--- src/logic/riot_pkg.sv ---
// Purpose: Shared constants and carrier types for the I/O and interval timer block.
// Assumes: Bus sampled on the i_clk edge that stands for the phase-two edge.
// Notes: Address bits are indices into the 7-bit address bus.
package riot_pkg;
    // =====================================================================
    // Address field positions
    // =====================================================================
    localparam int ADDR_W = 7;
    localparam int A0_BIT = 0;
    localparam int A1_BIT = 1;
    localparam int A2_BIT = 2;
    localparam int A3_BIT = 3;
    localparam int A4_BIT = 4;
    // Port register selection by A1..A0.
    localparam logic [1:0] SEL_PORT_A_OUTPUT = 2'h0;
    localparam logic [1:0] SEL_PORT_A_DIRECTION = 2'h1;
    localparam logic [1:0] SEL_PORT_B_OUTPUT = 2'h2;
    localparam logic [1:0] SEL_PORT_B_DIRECTION = 2'h3;
    // =====================================================================
    // Flag register layout and reset values
    // =====================================================================
    localparam int TIMER_FLAG_BIT = 7;
    localparam int EDGE_FLAG_BIT = 6;
    localparam logic [7:0] PORT_RESET = 8'h00;
    localparam logic [7:0] COUNT_RESET = 8'h00;
    localparam logic [1:0] PRESCALE_RESET = 2'h0;
    // =====================================================================
    // Prescale choices: one, eight, sixty-four and 1024 periods per interval
    // =====================================================================
    localparam logic [1:0] DIV_1 = 2'h0;
    localparam logic [1:0] DIV_8 = 2'h1;
    localparam logic [1:0] DIV_64 = 2'h2;
    localparam logic [1:0] DIV_1024 = 2'h3;
    localparam int PRESCALE_W = 10;
    localparam logic [9:0] DIV_1_LAST = 10'h000;
    localparam logic [9:0] DIV_8_LAST = 10'h007;
    localparam logic [9:0] DIV_64_LAST = 10'h03f;
    localparam logic [9:0] DIV_1024_LAST = 10'h3ff;
    // =====================================================================
    // Bus request carrier
    // =====================================================================
    typedef struct packed {
        logic read;
        logic write;
        logic [ADDR_W-1:0] addr;
        logic [7:0] wdata;
    } bus_req_t;
endpackage

--- src/logic/prescaler.sv ---
// Purpose: Interval divider giving a one-cycle tick per selected interval.
// Assumes: Restart is a one-cycle pulse from a timer write.
// Notes: After restart the first tick comes one full interval later.
`timescale 1ns/1ps
module prescaler
(
    input wire logic i_clk,
    input wire logic i_nrst,
    input wire logic i_restart,
    input wire logic [1:0] i_div,
    output logic o_tick
);
    logic [riot_pkg::PRESCALE_W-1:0] cnt_ff;
    logic [riot_pkg::PRESCALE_W-1:0] last;
    logic at_last;

    assign last = (i_div == riot_pkg::DIV_1) ? riot_pkg::DIV_1_LAST :
                  (i_div == riot_pkg::DIV_8) ? riot_pkg::DIV_8_LAST :
                  (i_div == riot_pkg::DIV_64) ? riot_pkg::DIV_64_LAST :
                  riot_pkg::DIV_1024_LAST;
    assign at_last = (cnt_ff == last);
    assign o_tick = at_last && !i_restart;

    always_ff @(posedge i_clk)
    begin
        if (!i_nrst || i_restart || at_last)
            cnt_ff <= '0;
        else
            cnt_ff <= cnt_ff + 10'h001;
    end
endmodule // prescaler

--- src/logic/edge_sense.sv ---
// Purpose: Synchronise the port A bit 7 pin and flag its chosen transition.
// Assumes: Pin is asynchronous to i_clk.
// Notes: Detection runs during reset too, since reset only forces falling mode.
`timescale 1ns/1ps
module edge_sense
(
    input wire logic i_clk,
    input wire logic i_pin,
    input wire logic i_rising,
    output logic o_level,
    output logic o_edge
);
    logic meta_ff;
    logic sync_ff;
    logic prev_ff;

    // No reset here so that an edge during reset is still seen.
    always_ff @(posedge i_clk)
    begin
        meta_ff <= i_pin;
        sync_ff <= meta_ff;
        prev_ff <= sync_ff;
    end

    assign o_level = sync_ff;
    assign o_edge = i_rising ? (sync_ff && !prev_ff) : (!sync_ff && prev_ff);
endmodule // edge_sense

--- src/logic/interval_timer_edge_irq.sv ---
// Purpose: I/O port, interval timer and edge interrupt section of a RAM/I/O/timer chip.
// Assumes: Bus signals are synchronous to i_clk; one access per asserted strobe cycle.
// Notes: RAM array is outside; only its select is decoded here.
// Operation
// - Timer write latches prescale choice from A1 and A0.
// - Written byte loads 8-bit down counter, decremented each interval.
// - From zero, next tick sets timer flag and counter reads all ones.
// - After flag sets, counter decrements every clock.
// - Timer access latches A3 as timer interrupt enable; flag then pulls interrupt low.
// - Timeout sets timer flag bit 7 regardless of enable.
// - Timer read or write clears timer flag and interrupt.
// - Timer read in timeout cycle leaves the flag set.
// - Timer read before timeout returns remaining interval count.
// - Flag read puts timer flag on bit 7, edge flag on bit 6.
// - Flag register read clears edge flag unless an active edge arrives in the same cycle.
// - Active edge on port A bit 7 sets edge flag in any direction.
// - Edge flag with edge enable drives interrupt low.
// - Edge control write ignores data; A1 enables, A0 picks rising edge.
// - Reset disables edge interrupt and selects falling; edges still flag.
// - Respond only with high select set and low select clear; RAM select picks section.
// - A2 high selects timer, low selects port registers.
// - A1,A0 pick port A out, A direction, B out, B direction.
// - Interrupt output is active low open drain.
// - Reset clears port registers, all pins input, interrupts disabled.
// - Direction zero makes input; one drives the output register bit.
// - Port A read returns pins; port B read returns output register.
`timescale 1ns/1ps
module interval_timer_edge_irq
(
    input wire logic i_clk,
    input wire logic i_nrst,
    input wire logic i_rw,
    input wire logic i_chip_select_high,
    input wire logic i_chip_select_low_n,
    input wire logic i_ram_select_n,
    input wire logic [6:0] i_addr,
    input wire logic [7:0] i_data,
    output logic [7:0] o_data,
    output logic o_data_oe,
    output logic o_ram_select,
    input wire logic [7:0] i_port_a,
    output logic [7:0] o_port_a,
    output logic [7:0] o_port_a_oe,
    input wire logic [7:0] i_port_b,
    output logic [7:0] o_port_b,
    output logic [7:0] o_port_b_oe,
    output logic o_irq_n,
    output logic o_irq_oe
);
    // =====================================================================
    // Address decode
    // =====================================================================
    riot_pkg::bus_req_t req;
    logic chip_sel;
    logic io_sel;
    logic timer_sel;
    logic port_sel;
    logic timer_wr;
    logic edge_wr;
    logic timer_rd;
    logic flag_rd;
    logic timer_access;
    logic [1:0] port_idx;
    logic port_wr;
    logic port_rd;

    assign req.read = i_rw;
    assign req.write = !i_rw;
    assign req.addr = i_addr;
    assign req.wdata = i_data;

    assign chip_sel = i_chip_select_high && !i_chip_select_low_n;
    assign o_ram_select = chip_sel && !i_ram_select_n;
    assign io_sel = chip_sel && i_ram_select_n;
    assign timer_sel = io_sel && req.addr[riot_pkg::A2_BIT];
    assign port_sel = io_sel && !req.addr[riot_pkg::A2_BIT];
    assign timer_wr = timer_sel && req.write && req.addr[riot_pkg::A4_BIT];
    assign edge_wr = timer_sel && req.write && !req.addr[riot_pkg::A4_BIT];
    assign timer_rd = timer_sel && req.read && !req.addr[riot_pkg::A0_BIT];
    assign flag_rd = timer_sel && req.read && req.addr[riot_pkg::A0_BIT];
    assign timer_access = timer_wr || timer_rd;
    assign port_idx = req.addr[riot_pkg::A1_BIT:riot_pkg::A0_BIT];
    assign port_wr = port_sel && req.write;
    assign port_rd = port_sel && req.read;

    // =====================================================================
    // Port registers
    // =====================================================================
    logic [7:0] port_a_output_ff;
    logic [7:0] port_a_direction_ff;
    logic [7:0] port_b_output_ff;
    logic [7:0] port_b_direction_ff;
    logic [7:0] port_a_sync1_ff;
    logic [7:0] port_a_sync2_ff;

    always_ff @(posedge i_clk)
    begin
        if (!i_nrst)
        begin
            port_a_output_ff <= riot_pkg::PORT_RESET;
            port_a_direction_ff <= riot_pkg::PORT_RESET;
            port_b_output_ff <= riot_pkg::PORT_RESET;
            port_b_direction_ff <= riot_pkg::PORT_RESET;
        end
        else if (port_wr)
        begin
            unique case (port_idx)
                riot_pkg::SEL_PORT_A_OUTPUT: port_a_output_ff <= req.wdata;
                riot_pkg::SEL_PORT_A_DIRECTION: port_a_direction_ff <= req.wdata;
                riot_pkg::SEL_PORT_B_OUTPUT: port_b_output_ff <= req.wdata;
                riot_pkg::SEL_PORT_B_DIRECTION: port_b_direction_ff <= req.wdata;
            endcase
        end
    end

    // Port A pins are asynchronous, so they pass two flops before a read.
    always_ff @(posedge i_clk)
    begin
        port_a_sync1_ff <= i_port_a;
        port_a_sync2_ff <= port_a_sync1_ff;
    end

    assign o_port_a = port_a_output_ff;
    assign o_port_a_oe = port_a_direction_ff;
    assign o_port_b = port_b_output_ff;
    assign o_port_b_oe = port_b_direction_ff;

    // =====================================================================
    // Edge sense on port A bit 7
    // =====================================================================
    logic edge_enable_ff;
    logic edge_rising_ff;
    logic edge_flag_ff;
    logic edge_hit;

    edge_sense u_edge_sense
    (
        .i_clk(i_clk),
        .i_pin(i_port_a[7]),
        .i_rising(edge_rising_ff),
        .o_level(),
        .o_edge(edge_hit)
    );

    always_ff @(posedge i_clk)
    begin
        if (!i_nrst)
        begin
            edge_enable_ff <= 1'b0;
            edge_rising_ff <= 1'b0;
        end
        else if (edge_wr)
        begin
            edge_enable_ff <= req.addr[riot_pkg::A1_BIT];
            edge_rising_ff <= req.addr[riot_pkg::A0_BIT];
        end
    end

    // The flag keeps running through reset so a falling edge there is kept.
    always_ff @(posedge i_clk)
    begin
        if (edge_hit)
            edge_flag_ff <= 1'b1;
        else if (flag_rd)
            edge_flag_ff <= 1'b0;
    end

    // =====================================================================
    // Interval timer
    // =====================================================================
    logic [7:0] count_ff;
    logic [1:0] div_ff;
    logic timer_flag_ff;
    logic timer_enable_ff;
    logic tick;
    logic step;
    logic timeout;

    prescaler u_prescaler
    (
        .i_clk(i_clk),
        .i_nrst(i_nrst),
        .i_restart(timer_wr),
        .i_div(timer_wr ? req.addr[riot_pkg::A1_BIT:riot_pkg::A0_BIT] : div_ff),
        .o_tick(tick)
    );

    assign step = timer_flag_ff ? 1'b1 : tick;
    assign timeout = !timer_flag_ff && tick && (count_ff == 8'h00);

    always_ff @(posedge i_clk)
    begin
        if (!i_nrst)
        begin
            count_ff <= riot_pkg::COUNT_RESET;
            div_ff <= riot_pkg::PRESCALE_RESET;
        end
        else if (timer_wr)
        begin
            count_ff <= req.wdata;
            div_ff <= req.addr[riot_pkg::A1_BIT:riot_pkg::A0_BIT];
        end
        else if (step)
            count_ff <= count_ff - 8'h01;
    end

    always_ff @(posedge i_clk)
    begin
        if (!i_nrst)
            timer_enable_ff <= 1'b0;
        else if (timer_access)
            timer_enable_ff <= req.addr[riot_pkg::A3_BIT];
    end

    always_ff @(posedge i_clk)
    begin
        if (!i_nrst)
            timer_flag_ff <= 1'b0;
        else if (timeout)
            timer_flag_ff <= 1'b1;
        else if (timer_access)
            timer_flag_ff <= 1'b0;
    end

    // =====================================================================
    // Read data and interrupt
    // =====================================================================
    logic [7:0] flags;
    logic [7:0] port_rdata;
    logic [7:0] nxt_data;
    logic [7:0] data_ff;
    logic oe_ff;
    logic rd_any;

    assign flags = {timer_flag_ff, edge_flag_ff, 6'h00};
    assign port_rdata = (port_idx == riot_pkg::SEL_PORT_A_OUTPUT) ? port_a_sync2_ff :
                        (port_idx == riot_pkg::SEL_PORT_A_DIRECTION) ? port_a_direction_ff :
                        (port_idx == riot_pkg::SEL_PORT_B_OUTPUT) ? port_b_output_ff :
                        port_b_direction_ff;
    assign rd_any = port_rd || timer_rd || flag_rd;
    assign nxt_data = port_rd ? port_rdata :
                      timer_rd ? count_ff :
                      flag_rd ? flags : 8'h00;

    always_ff @(posedge i_clk)
    begin
        if (!i_nrst)
        begin
            data_ff <= 8'h00;
            oe_ff <= 1'b0;
        end
        else
        begin
            data_ff <= nxt_data;
            oe_ff <= rd_any;
        end
    end

    assign o_data = data_ff;
    assign o_data_oe = oe_ff;
    // Open drain: the output only ever pulls low, never drives high.
    assign o_irq_n = 1'b0;
    assign o_irq_oe = (timer_flag_ff && timer_enable_ff) || (edge_flag_ff && edge_enable_ff);

    // =====================================================================
    // Checks
    // =====================================================================
    a_flag_sets_timeout: assert property (@(posedge i_clk) disable iff (!i_nrst)
        timeout |=> timer_flag_ff && count_ff == 8'hff)
        else $error("Timer flag or wrap value missing after timeout.");
    a_access_clears_flag: assert property (@(posedge i_clk) disable iff (!i_nrst)
        (timer_access && !timeout) |=> !timer_flag_ff)
        else $error("Timer access did not clear the flag.");
    a_post_timeout_rate: assert property (@(posedge i_clk) disable iff (!i_nrst)
        (timer_flag_ff && !timer_access) |=> count_ff == $past(count_ff) - 8'h01)
        else $error("Counter not decrementing every clock after timeout.");
    a_write_loads_count: assert property (@(posedge i_clk) disable iff (!i_nrst)
        timer_wr |=> count_ff == $past(i_data) && !timer_flag_ff)
        else $error("Timer write did not load the counter.");
    a_edge_flag_set: assert property (@(posedge i_clk)
        edge_hit |=> edge_flag_ff)
        else $error("Edge did not set the edge flag.");
    a_flag_read_clears: assert property (@(posedge i_clk) disable iff (!i_nrst)
        (flag_rd && !edge_hit) |=> !edge_flag_ff)
        else $error("Flag read did not clear edge flag.");
    a_irq_timer_only: assert property (@(posedge i_clk) disable iff (!i_nrst)
        (timer_flag_ff && !timer_enable_ff && !(edge_flag_ff && edge_enable_ff)) |-> !o_irq_oe)
        else $error("Interrupt driven while timer interrupt disabled.");
    a_edge_ctrl_reset: assert property (@(posedge i_clk)
        !i_nrst |=> !edge_enable_ff && !edge_rising_ff)
        else $error("Reset did not restore edge control.");
    a_no_sel_no_read: assert property (@(posedge i_clk) disable iff (!i_nrst)
        !io_sel |=> !o_data_oe)
        else $error("Data driven without section select.");
    a_restart_full_interval: assert property (@(posedge i_clk) disable iff (!i_nrst)
        (timer_wr && req.addr[riot_pkg::A1_BIT:riot_pkg::A0_BIT] == riot_pkg::DIV_8)
            ##1 !timer_wr [*8] |-> tick)
        else $error("First prescaler tick not one full interval after a timer write.");
endmodule // interval_timer_edge_irq

--- config.mk ---
export PLATFORM = sky130hd
export DESIGN_NAME = interval_timer_edge_irq
export DESIGN_NICKNAME = d
export VERILOG_FILES = /design/src/logic/riot_pkg.sv /design/src/logic/prescaler.sv /design/src/logic/edge_sense.sv /design/src/logic/interval_timer_edge_irq.sv
export SDC_FILE = /design/constraint.sdc
export NUM_CORES = 1
export LEC_CHECK = 0
export BUFFER_PORTS_ARGS = -buffer_cell sky130_fd_sc_hd__buf_2
export CAP_MARGIN = 10
export CORE_MARGIN = 3
export CORE_UTILIZATION = 46
export CTS_BUF_LIST = sky130_fd_sc_hd__clkbuf_4
export CTS_CLUSTER_DIAMETER = 150
export DETAILED_ROUTE_END_ITERATION = 16
export PLACE_DENSITY_LB_ADDON = 0.12
export SYNTH_ARGS = -nofsm -noshare
export SYNTH_HDL_FRONTEND = slang
export SYNTH_HIERARCHICAL = 1
export SYNTH_SLANG_ARGS = --single-unit
--- constraint.sdc ---
create_clock -name i_clk -period 4.2 [get_ports i_clk]
set_clock_uncertainty 0.2 [all_clocks]
set_input_delay 0.84 -clock i_clk [delete_from_list [all_inputs] [get_ports i_clk]]
set_output_delay 0.84 -clock i_clk [all_outputs]
set_load 0.01 [all_outputs]
==> results of run 1 <==
metrics by stage:
step           instance area, sq um  setup slack [ps]
5_1_grt                        3877             930.7
6_report                       3877              1093
2_1_floorplan                  3357             816.3
3_5_place_dp                   3731             640.5
4_1_cts                        3877              1104
3_3_place_gp                   3731             636.6
worst min path at each step:
stage                     slack (ps)  depth (start not counted)                 end          startpoint
after detailed placement         110                          0  port_a_sync2_ff[0]  port_a_sync1_ff[0]
after global routing             150                          0  port_a_sync2_ff[1]  port_a_sync1_ff[1]
after CTS                        140                          0  port_a_sync2_ff[0]  port_a_sync1_ff[0]
after global placement           110                          0  port_a_sync2_ff[2]  port_a_sync1_ff[2]
after floorplan                  110                          0  port_a_sync2_ff[0]  port_a_sync1_ff[0]
final                            140                          0  port_a_sync2_ff[0]  port_a_sync1_ff[0]
routing by layer:
metal	vias to the layer above	part of all wire, %	track usage (%)
met5	-	0	0
met4	0	1.0	5.653
met3	5	6.2	6.379
met2	74	44	27.21
met1	1177	49	25.27
li1	1298	-	-
power by group:
| part | total (mW) | switching [mW] | internal [mW] |
|---|---|---|---|
| logic | 0.223 | 0.114 | 0.109 |
| clock network | 0.479 | 0.285 | 0.193 |
| registers | 0.909 | 0.0539 | 0.856 |
| total | 1.61 | 0.453 | 1.16 |
final cells by class:
type	count	area (sq um)	area share, %
Sequential cell	85	1702	43.89
Multi-Input combinational cell	220	1530	39.46
Timing Repair Buffer	71	360.3	9.293
Clock inverter	6	71.32	1.839
Inverter	5	18.77	0.4840
Tap cell	96	120.1	3.098
Clock buffer	10	75.07	1.936
cell usage in the layout, fill, tap and decap left out, types with 3 or more instances in the layout:
cell,synthesis,routed
nor3_2,6,6
nor2b_1,10,10
nand4b_1,3,3
a21oi_1,7,7
nand4_1,4,4
nand2b_1,3,3
nand3_1,41,41
nand2_1,17,17
mux4_2,8,8
o21ai_0,40,40
a22oi_1,6,6
clkbuf_4,0,10
dfxtp_1,85,85
ha_1,3,3
xor2_1,8,8
buf_2,1,69
mux2i_1,6,6
xnor2_1,7,7
inv_1,5,5
nor3_1,4,4
nor2_1,14,14
worst max-delay path, stage by stage:
cell,delay (ps)
buf_2,190
nand4b_4,130
or2_1,300
mux2_4,350
or3_1,390
o2111a_4,210
and2b_1,230
o21ba_2,240
nand4b_1,110
xor2_1,150
a21oi_1,80
logic make-up after synthesis:
family	share of synthesized area [%]
AND/OR/NAND/NOR	20.46
flip-flops	50.69
AO/OA/AOI/OAI	11.93
buffers and inverters	3.727
multiplexers	8.051
XOR/XNOR	3.914
adder cells (fa/ha/maj)	1.118
other	0.1117
state kept, by name (all words and copies together), names as in the netlist, 2 cells and up:
signal / flops
port_a_sync2_ff: 8
u_prescaler/cnt_ff: 10
count_ff: 8
div_ff: 2
o_port_b: 8
o_port_a_oe: 8
o_port_b_oe: 8
o_port_a: 8
o_data: 8
port_a_sync1_ff: 8
==> results.toml, run 1 <==
[outcome]
outcome = "completed"

[synth]
ys_ff_latch = 85
async_flop_share_pct = 0
post-synth-top-count-cell = "dfxtp_1"
yosys-top-cells-count = "dfxtp_1 (85), nand3_1 (41), o21ai_0 (40)"
synth_cell_types = 50
yosysSeqAreaShare_pct = 50.69
yosysWarnings = 6
synthFlopType = "dfxtp_1"
yosys.area.top_type_share_pct = 50.69
yosys.area.top_type = "dfxtp_1"
avgSynthCellArea_sq_um = 10.17
synth-edff-count = 0
syn_area_sq_um = 3357
syn_nets = 370
yosys-top-cells-area = "dfxtp_1 (51%), nand3_1 (6.1%), o21ai_0 (6.0%), mux4_2 (5.4%), xor2_1 (2.1%)"
syn_inst = 330

[cts]
cts_buffers = 9
cts_resized = 0
clock_latency_ps = 430
root_buffer = "clkbuf_4"
cts_tree = "yes"
postCtsHoldBufs = 0
post_cts_buffers = 0
htreeDepth = 3
cts_sinks = 85
clk_pin_slew_ps = 130
clock_path_buffers = 2

[setup_path]
startpoint = "i_addr[2]"
crit_type = "primary input to register"
reg2reg_to = "count_ff[6]"
crit_required_ps = 4320
end_kind = "register"
ff2ff_setup_slack_ps = 1890
worstRegToRegCells = 8
start_kind = "primary input"
crit_end = "count_ff[6]"
r2r_start = "div_ff[1]"
cp_max_fo = 8
arrival_ps = 3230

[finish]
fin_nets = 432
n_antenna_cell = 0
synthToLayoutAreaGrowth_pct = 15.51
nFillCells = 659
fin_util_pct = 55.84
drive_gt1_share_pct = 27.96
layoutNonFillerInstCount = 493

[sta]
tightest_slew_ps = 796.9
setup_violations = 0
hold_slack_ps = 143.1
layout_min_cycle_time_ps = 3107
hold_viol_final = 0
rsz0062_at_grt = "no"
tns_ps = 0
slew_viol_final = 0
relSlewSlack_pct = 46.87
post-route-period-util_pct = 73.97
max_freq_mhz = 321.9

[routing]
vias = 2554
viasPerCell = 5.181
drt_iter0_drc = 159
drcViolationCount = 0
wirelength_mm = 7.279
wl_per_cell_microns = 14.76
first_pass_iters = 4
final_antenna_net_count = 0

[placement]
hpwl_mm = 5.120
port-buffer-count = 69
gp_congestion = 0.7593
placed_cells_incl_taps = 477

[global_route]
grt_pass1_wl_mm = 12.14
grt_pass1_vias = 2434
grt_max_degree = 51
grt-ovfl-total = 0
antenna_found_initial = 0
track_usage_pct = 18.43

[pwr]
p_leak_nw = 1.598
power.total_mw = 1.611
p_per_area_nw_per_um2 = 415.5
vdd_drop_max_uv = 243.0

[floorplanning]
start_util_pct = 48.34
dieWidth_microns = 91.43
die_h_microns = 91.43
pin_count = 81
die_area_sq_um = 8359
rows = 30
core_sq_um = 6944

[min_path]
worstHoldPathType = "register to register"

[job]
maxCapViolations = 0
(Power assumes the default switching activity.)
==> run 2: changes to the inputs <==
--- a/config.mk
+++ b/config.mk
@@ -5,6 +5,7 @@
 export SDC_FILE = /design/constraint.sdc
 export NUM_CORES = 1
 export LEC_CHECK = 0
+export ABC_AREA = 1
 export BUFFER_PORTS_ARGS = -buffer_cell sky130_fd_sc_hd__buf_2
 export CAP_MARGIN = 10
 export CORE_MARGIN = 3
==> constraint.sdc (replaced) <==
create_clock -name i_clk -period 3.2 [get_ports i_clk]
set_clock_uncertainty 0.2 [all_clocks]
set_input_delay 0.64 -clock i_clk [delete_from_list [all_inputs] [get_ports i_clk]]
set_output_delay 0.64 -clock i_clk [all_outputs]
set_load 0.01 [all_outputs]
==> run 2 against run 1 <==
Effect of this change: setup slack worse by 470 ps; synthesized cell count grew 50%; critical path depth grew 9; critical endpoint is now count_ff[5]; global-route usage is 2.2 points higher; via count increased by 28%; worst hold slack lost 49 ps; combinational power rose by 78%; sequential power increased by 32%; die area rose by 8.0%; final area up 8.0%; highest routed layer unchanged.
==> results.toml, run 2 <==
[outcome]
outcome = "completed"

[finish]
most-common-layout-cells = "nor2_1 (124), dfxtp_1 (85), nand2_1 (71)"
fin_util_pct = 55.96
top_register = "u_prescaler/cnt_ff"
largest_reg_flops = 10
n_antenna_cell = 0
final_common_cell = "nor2_1"
synthToLayoutAreaGrowth_pct = 14.89
fin_nets = 606
drive_gt1_share_pct = 21.02

[sta]
slew_viol_final = 0
relSlewSlack_pct = 52.32
rsz0062_at_grt = "no"
layout_setup_ws_ps = 626.3
tns_ps = 0
post-route-period-util_pct = 80.43
layout_min_cycle_time_ps = 2574
max_freq_mhz = 388.5
tightest_slew_ps = 715.3
setup_violations = 0
hold_viol_final = 0

[floorplanning]
die_h_microns = 95.03
dieWidth_microns = 95.03
die_area_sq_um = 9031
pin_count = 81
start_util_pct = 48.70
rows = 31
core_sq_um = 7486

[routing]
vias = 3269
first_pass_iters = 4
drt_iter0_drc = 149
wl_per_cell_microns = 13.01
drcViolationCount = 0
final_antenna_net_count = 0
viasPerCell = 4.879
wirelength_mm = 8.718

[cts]
cts_sinks = 85
clock_latency_ps = 430
cts_resized = 0
post_cts_buffers = 0
root_buffer = "clkbuf_4"
cts_tree = "yes"
cts_buffers = 9
htreeDepth = 3
postCtsHoldBufs = 0
clk_pin_slew_ps = 140
clock_path_buffers = 2

[global_route]
grt_pass1_vias = 3076
grt_pass1_wl_mm = 14.46
track_usage_pct = 20.60
grt_max_degree = 46
grt-ovfl-total = 0
antenna_found_initial = 0

[synth]
post-synth-top-count-cell = "nor2_1"
yosys-top-cells-area = "dfxtp_1 (47%), nor2_1 (13%), nand2_1 (7.3%), o21ai_0 (6.3%), inv_1 (5.1%)"
yosys.area.top_type = "dfxtp_1"
async_flop_share_pct = 0
synth-edff-count = 0
synthFlopType = "dfxtp_1"
syn_area_sq_um = 3646
yosys.area.top_type_share_pct = 46.67
syn_inst = 496
yosysWarnings = 6
syn_nets = 536
yosys-top-cells-count = "nor2_1 (124), dfxtp_1 (85), nand2_1 (71)"
synth_cell_types = 31
ys_ff_latch = 85
yosysSeqAreaShare_pct = 46.67
avgSynthCellArea_sq_um = 7.351

[pwr]
vdd_drop_max_uv = 262.7
power.total_mw = 2.211
p_per_area_nw_per_um2 = 527.9
p_leak_nw = 2.070

[setup_path]
arrival_ps = 2750
cp_max_fo = 7
crit_type = "primary input to register"
end_kind = "register"
start_kind = "primary input"
crit_required_ps = 3380

[placement]
dpl_worst_slack_ps = 182.9
gp_congestion = 0.8568
port-buffer-count = 69
hpwl_mm = 6.418

[min_path]
worstHoldPathType = "primary input to register"

[job]
maxCapViolations = 0
[run 2: cell types whose count changed in the layout (fill, tap and decap cells not counted), moves of 6 or more]
cell,delta
o21ai_0,+6
nand3_1,-16
nor2_1,+110
mux4_2,-8
nor2_4,+6
inv_1,+45
nand2_2,+7
inv_2,+8
a22oi_1,-6
mux2i_1,-6
nand2_1,+54
nor2b_1,-10
[run 2: cell type report]
cell class | count | area (sq um)
timing repair buffer | 70 | 352.8
clock inverter | 7 | 73.82
inverter | 59 | 224.0
sequential | 85 | 1702
tap | 99 | 123.9
clock buffer | 9 | 67.56
multi-input combinational | 341 | 1645
fill | 751 | 3297
[run 2: where the power goes]
group          switching, mW  leakage, nW  internal [mW]
logic                  0.244         1.30          0.152
registers             0.0682        0.695           1.13
clock network          0.377       0.0779          0.241
[run 2: critical path, cell delays in order]
cell	delay [ps]
buf_2	100
inv_1	90
nand3_2	120
nor2_1	150
nand2_2	100
o21ai_0	220
inv_1	140
nor2_1	180
inv_1	50
nand2_1	50
nand2_1	50
inv_1	50
nand3_2	100
nor2_1	150
nor2_1	80
nand2_2	150
inv_1	70
nand2_1	50
nand3_1	60
nor2_1	130
[run 2: kinds of logic after synthesis]
kind of cell / after synthesis / synth area share (%)
AO/OA/AOI/OAI: 65 / 9.300
adder cells (fa/ha/maj): 3 / 1.030
other: 1 / 0.1029
flip-flops: 85 / 46.67
buffers and inverters: 70 / 8.202
XOR/XNOR: 12 / 2.883
AND/OR/NAND/NOR: 260 / 31.81
[run 2: worst paths after layout]
check             slack [ps]           startpoint                  to  cells past startpoint
hold / removal            90          i_port_a[4]  port_a_sync1_ff[4]                      1
hold reg to reg          140   port_a_sync1_ff[7]  port_a_sync2_ff[7]                      0
setup / recovery         630  i_chip_select_low_n         count_ff[5]                     20
setup reg to reg        1130            div_ff[1]         count_ff[5]                     17
[run 2: stage by stage]
stage | cells | instance area, sq um | hold WS [ps]
final | 670 | 4189 | 93.76
after global routing | 670 | 4189 | 59.12
after CTS | 670 | 4189 | 78.84
after detailed placement | 654 | 4048 | 112.1
after global placement | 654 | 4048 | 111.6
after floorplan | 496 | 3646 | 109.6
[run 2: routing by layer]
| metal | share of wire [%] | global-route usage (%) | up-vias |
|---|---|---|---|
| li1 | - | - | 1695 |
| met5 | 0 | 0 | - |
| met2 | 46 | 33.18 | 67 |
| met4 | 2.1 | 8.293 | 0 |
| met3 | 4.4 | 4.341 | 15 |
| met1 | 47 | 26.95 | 1492 |
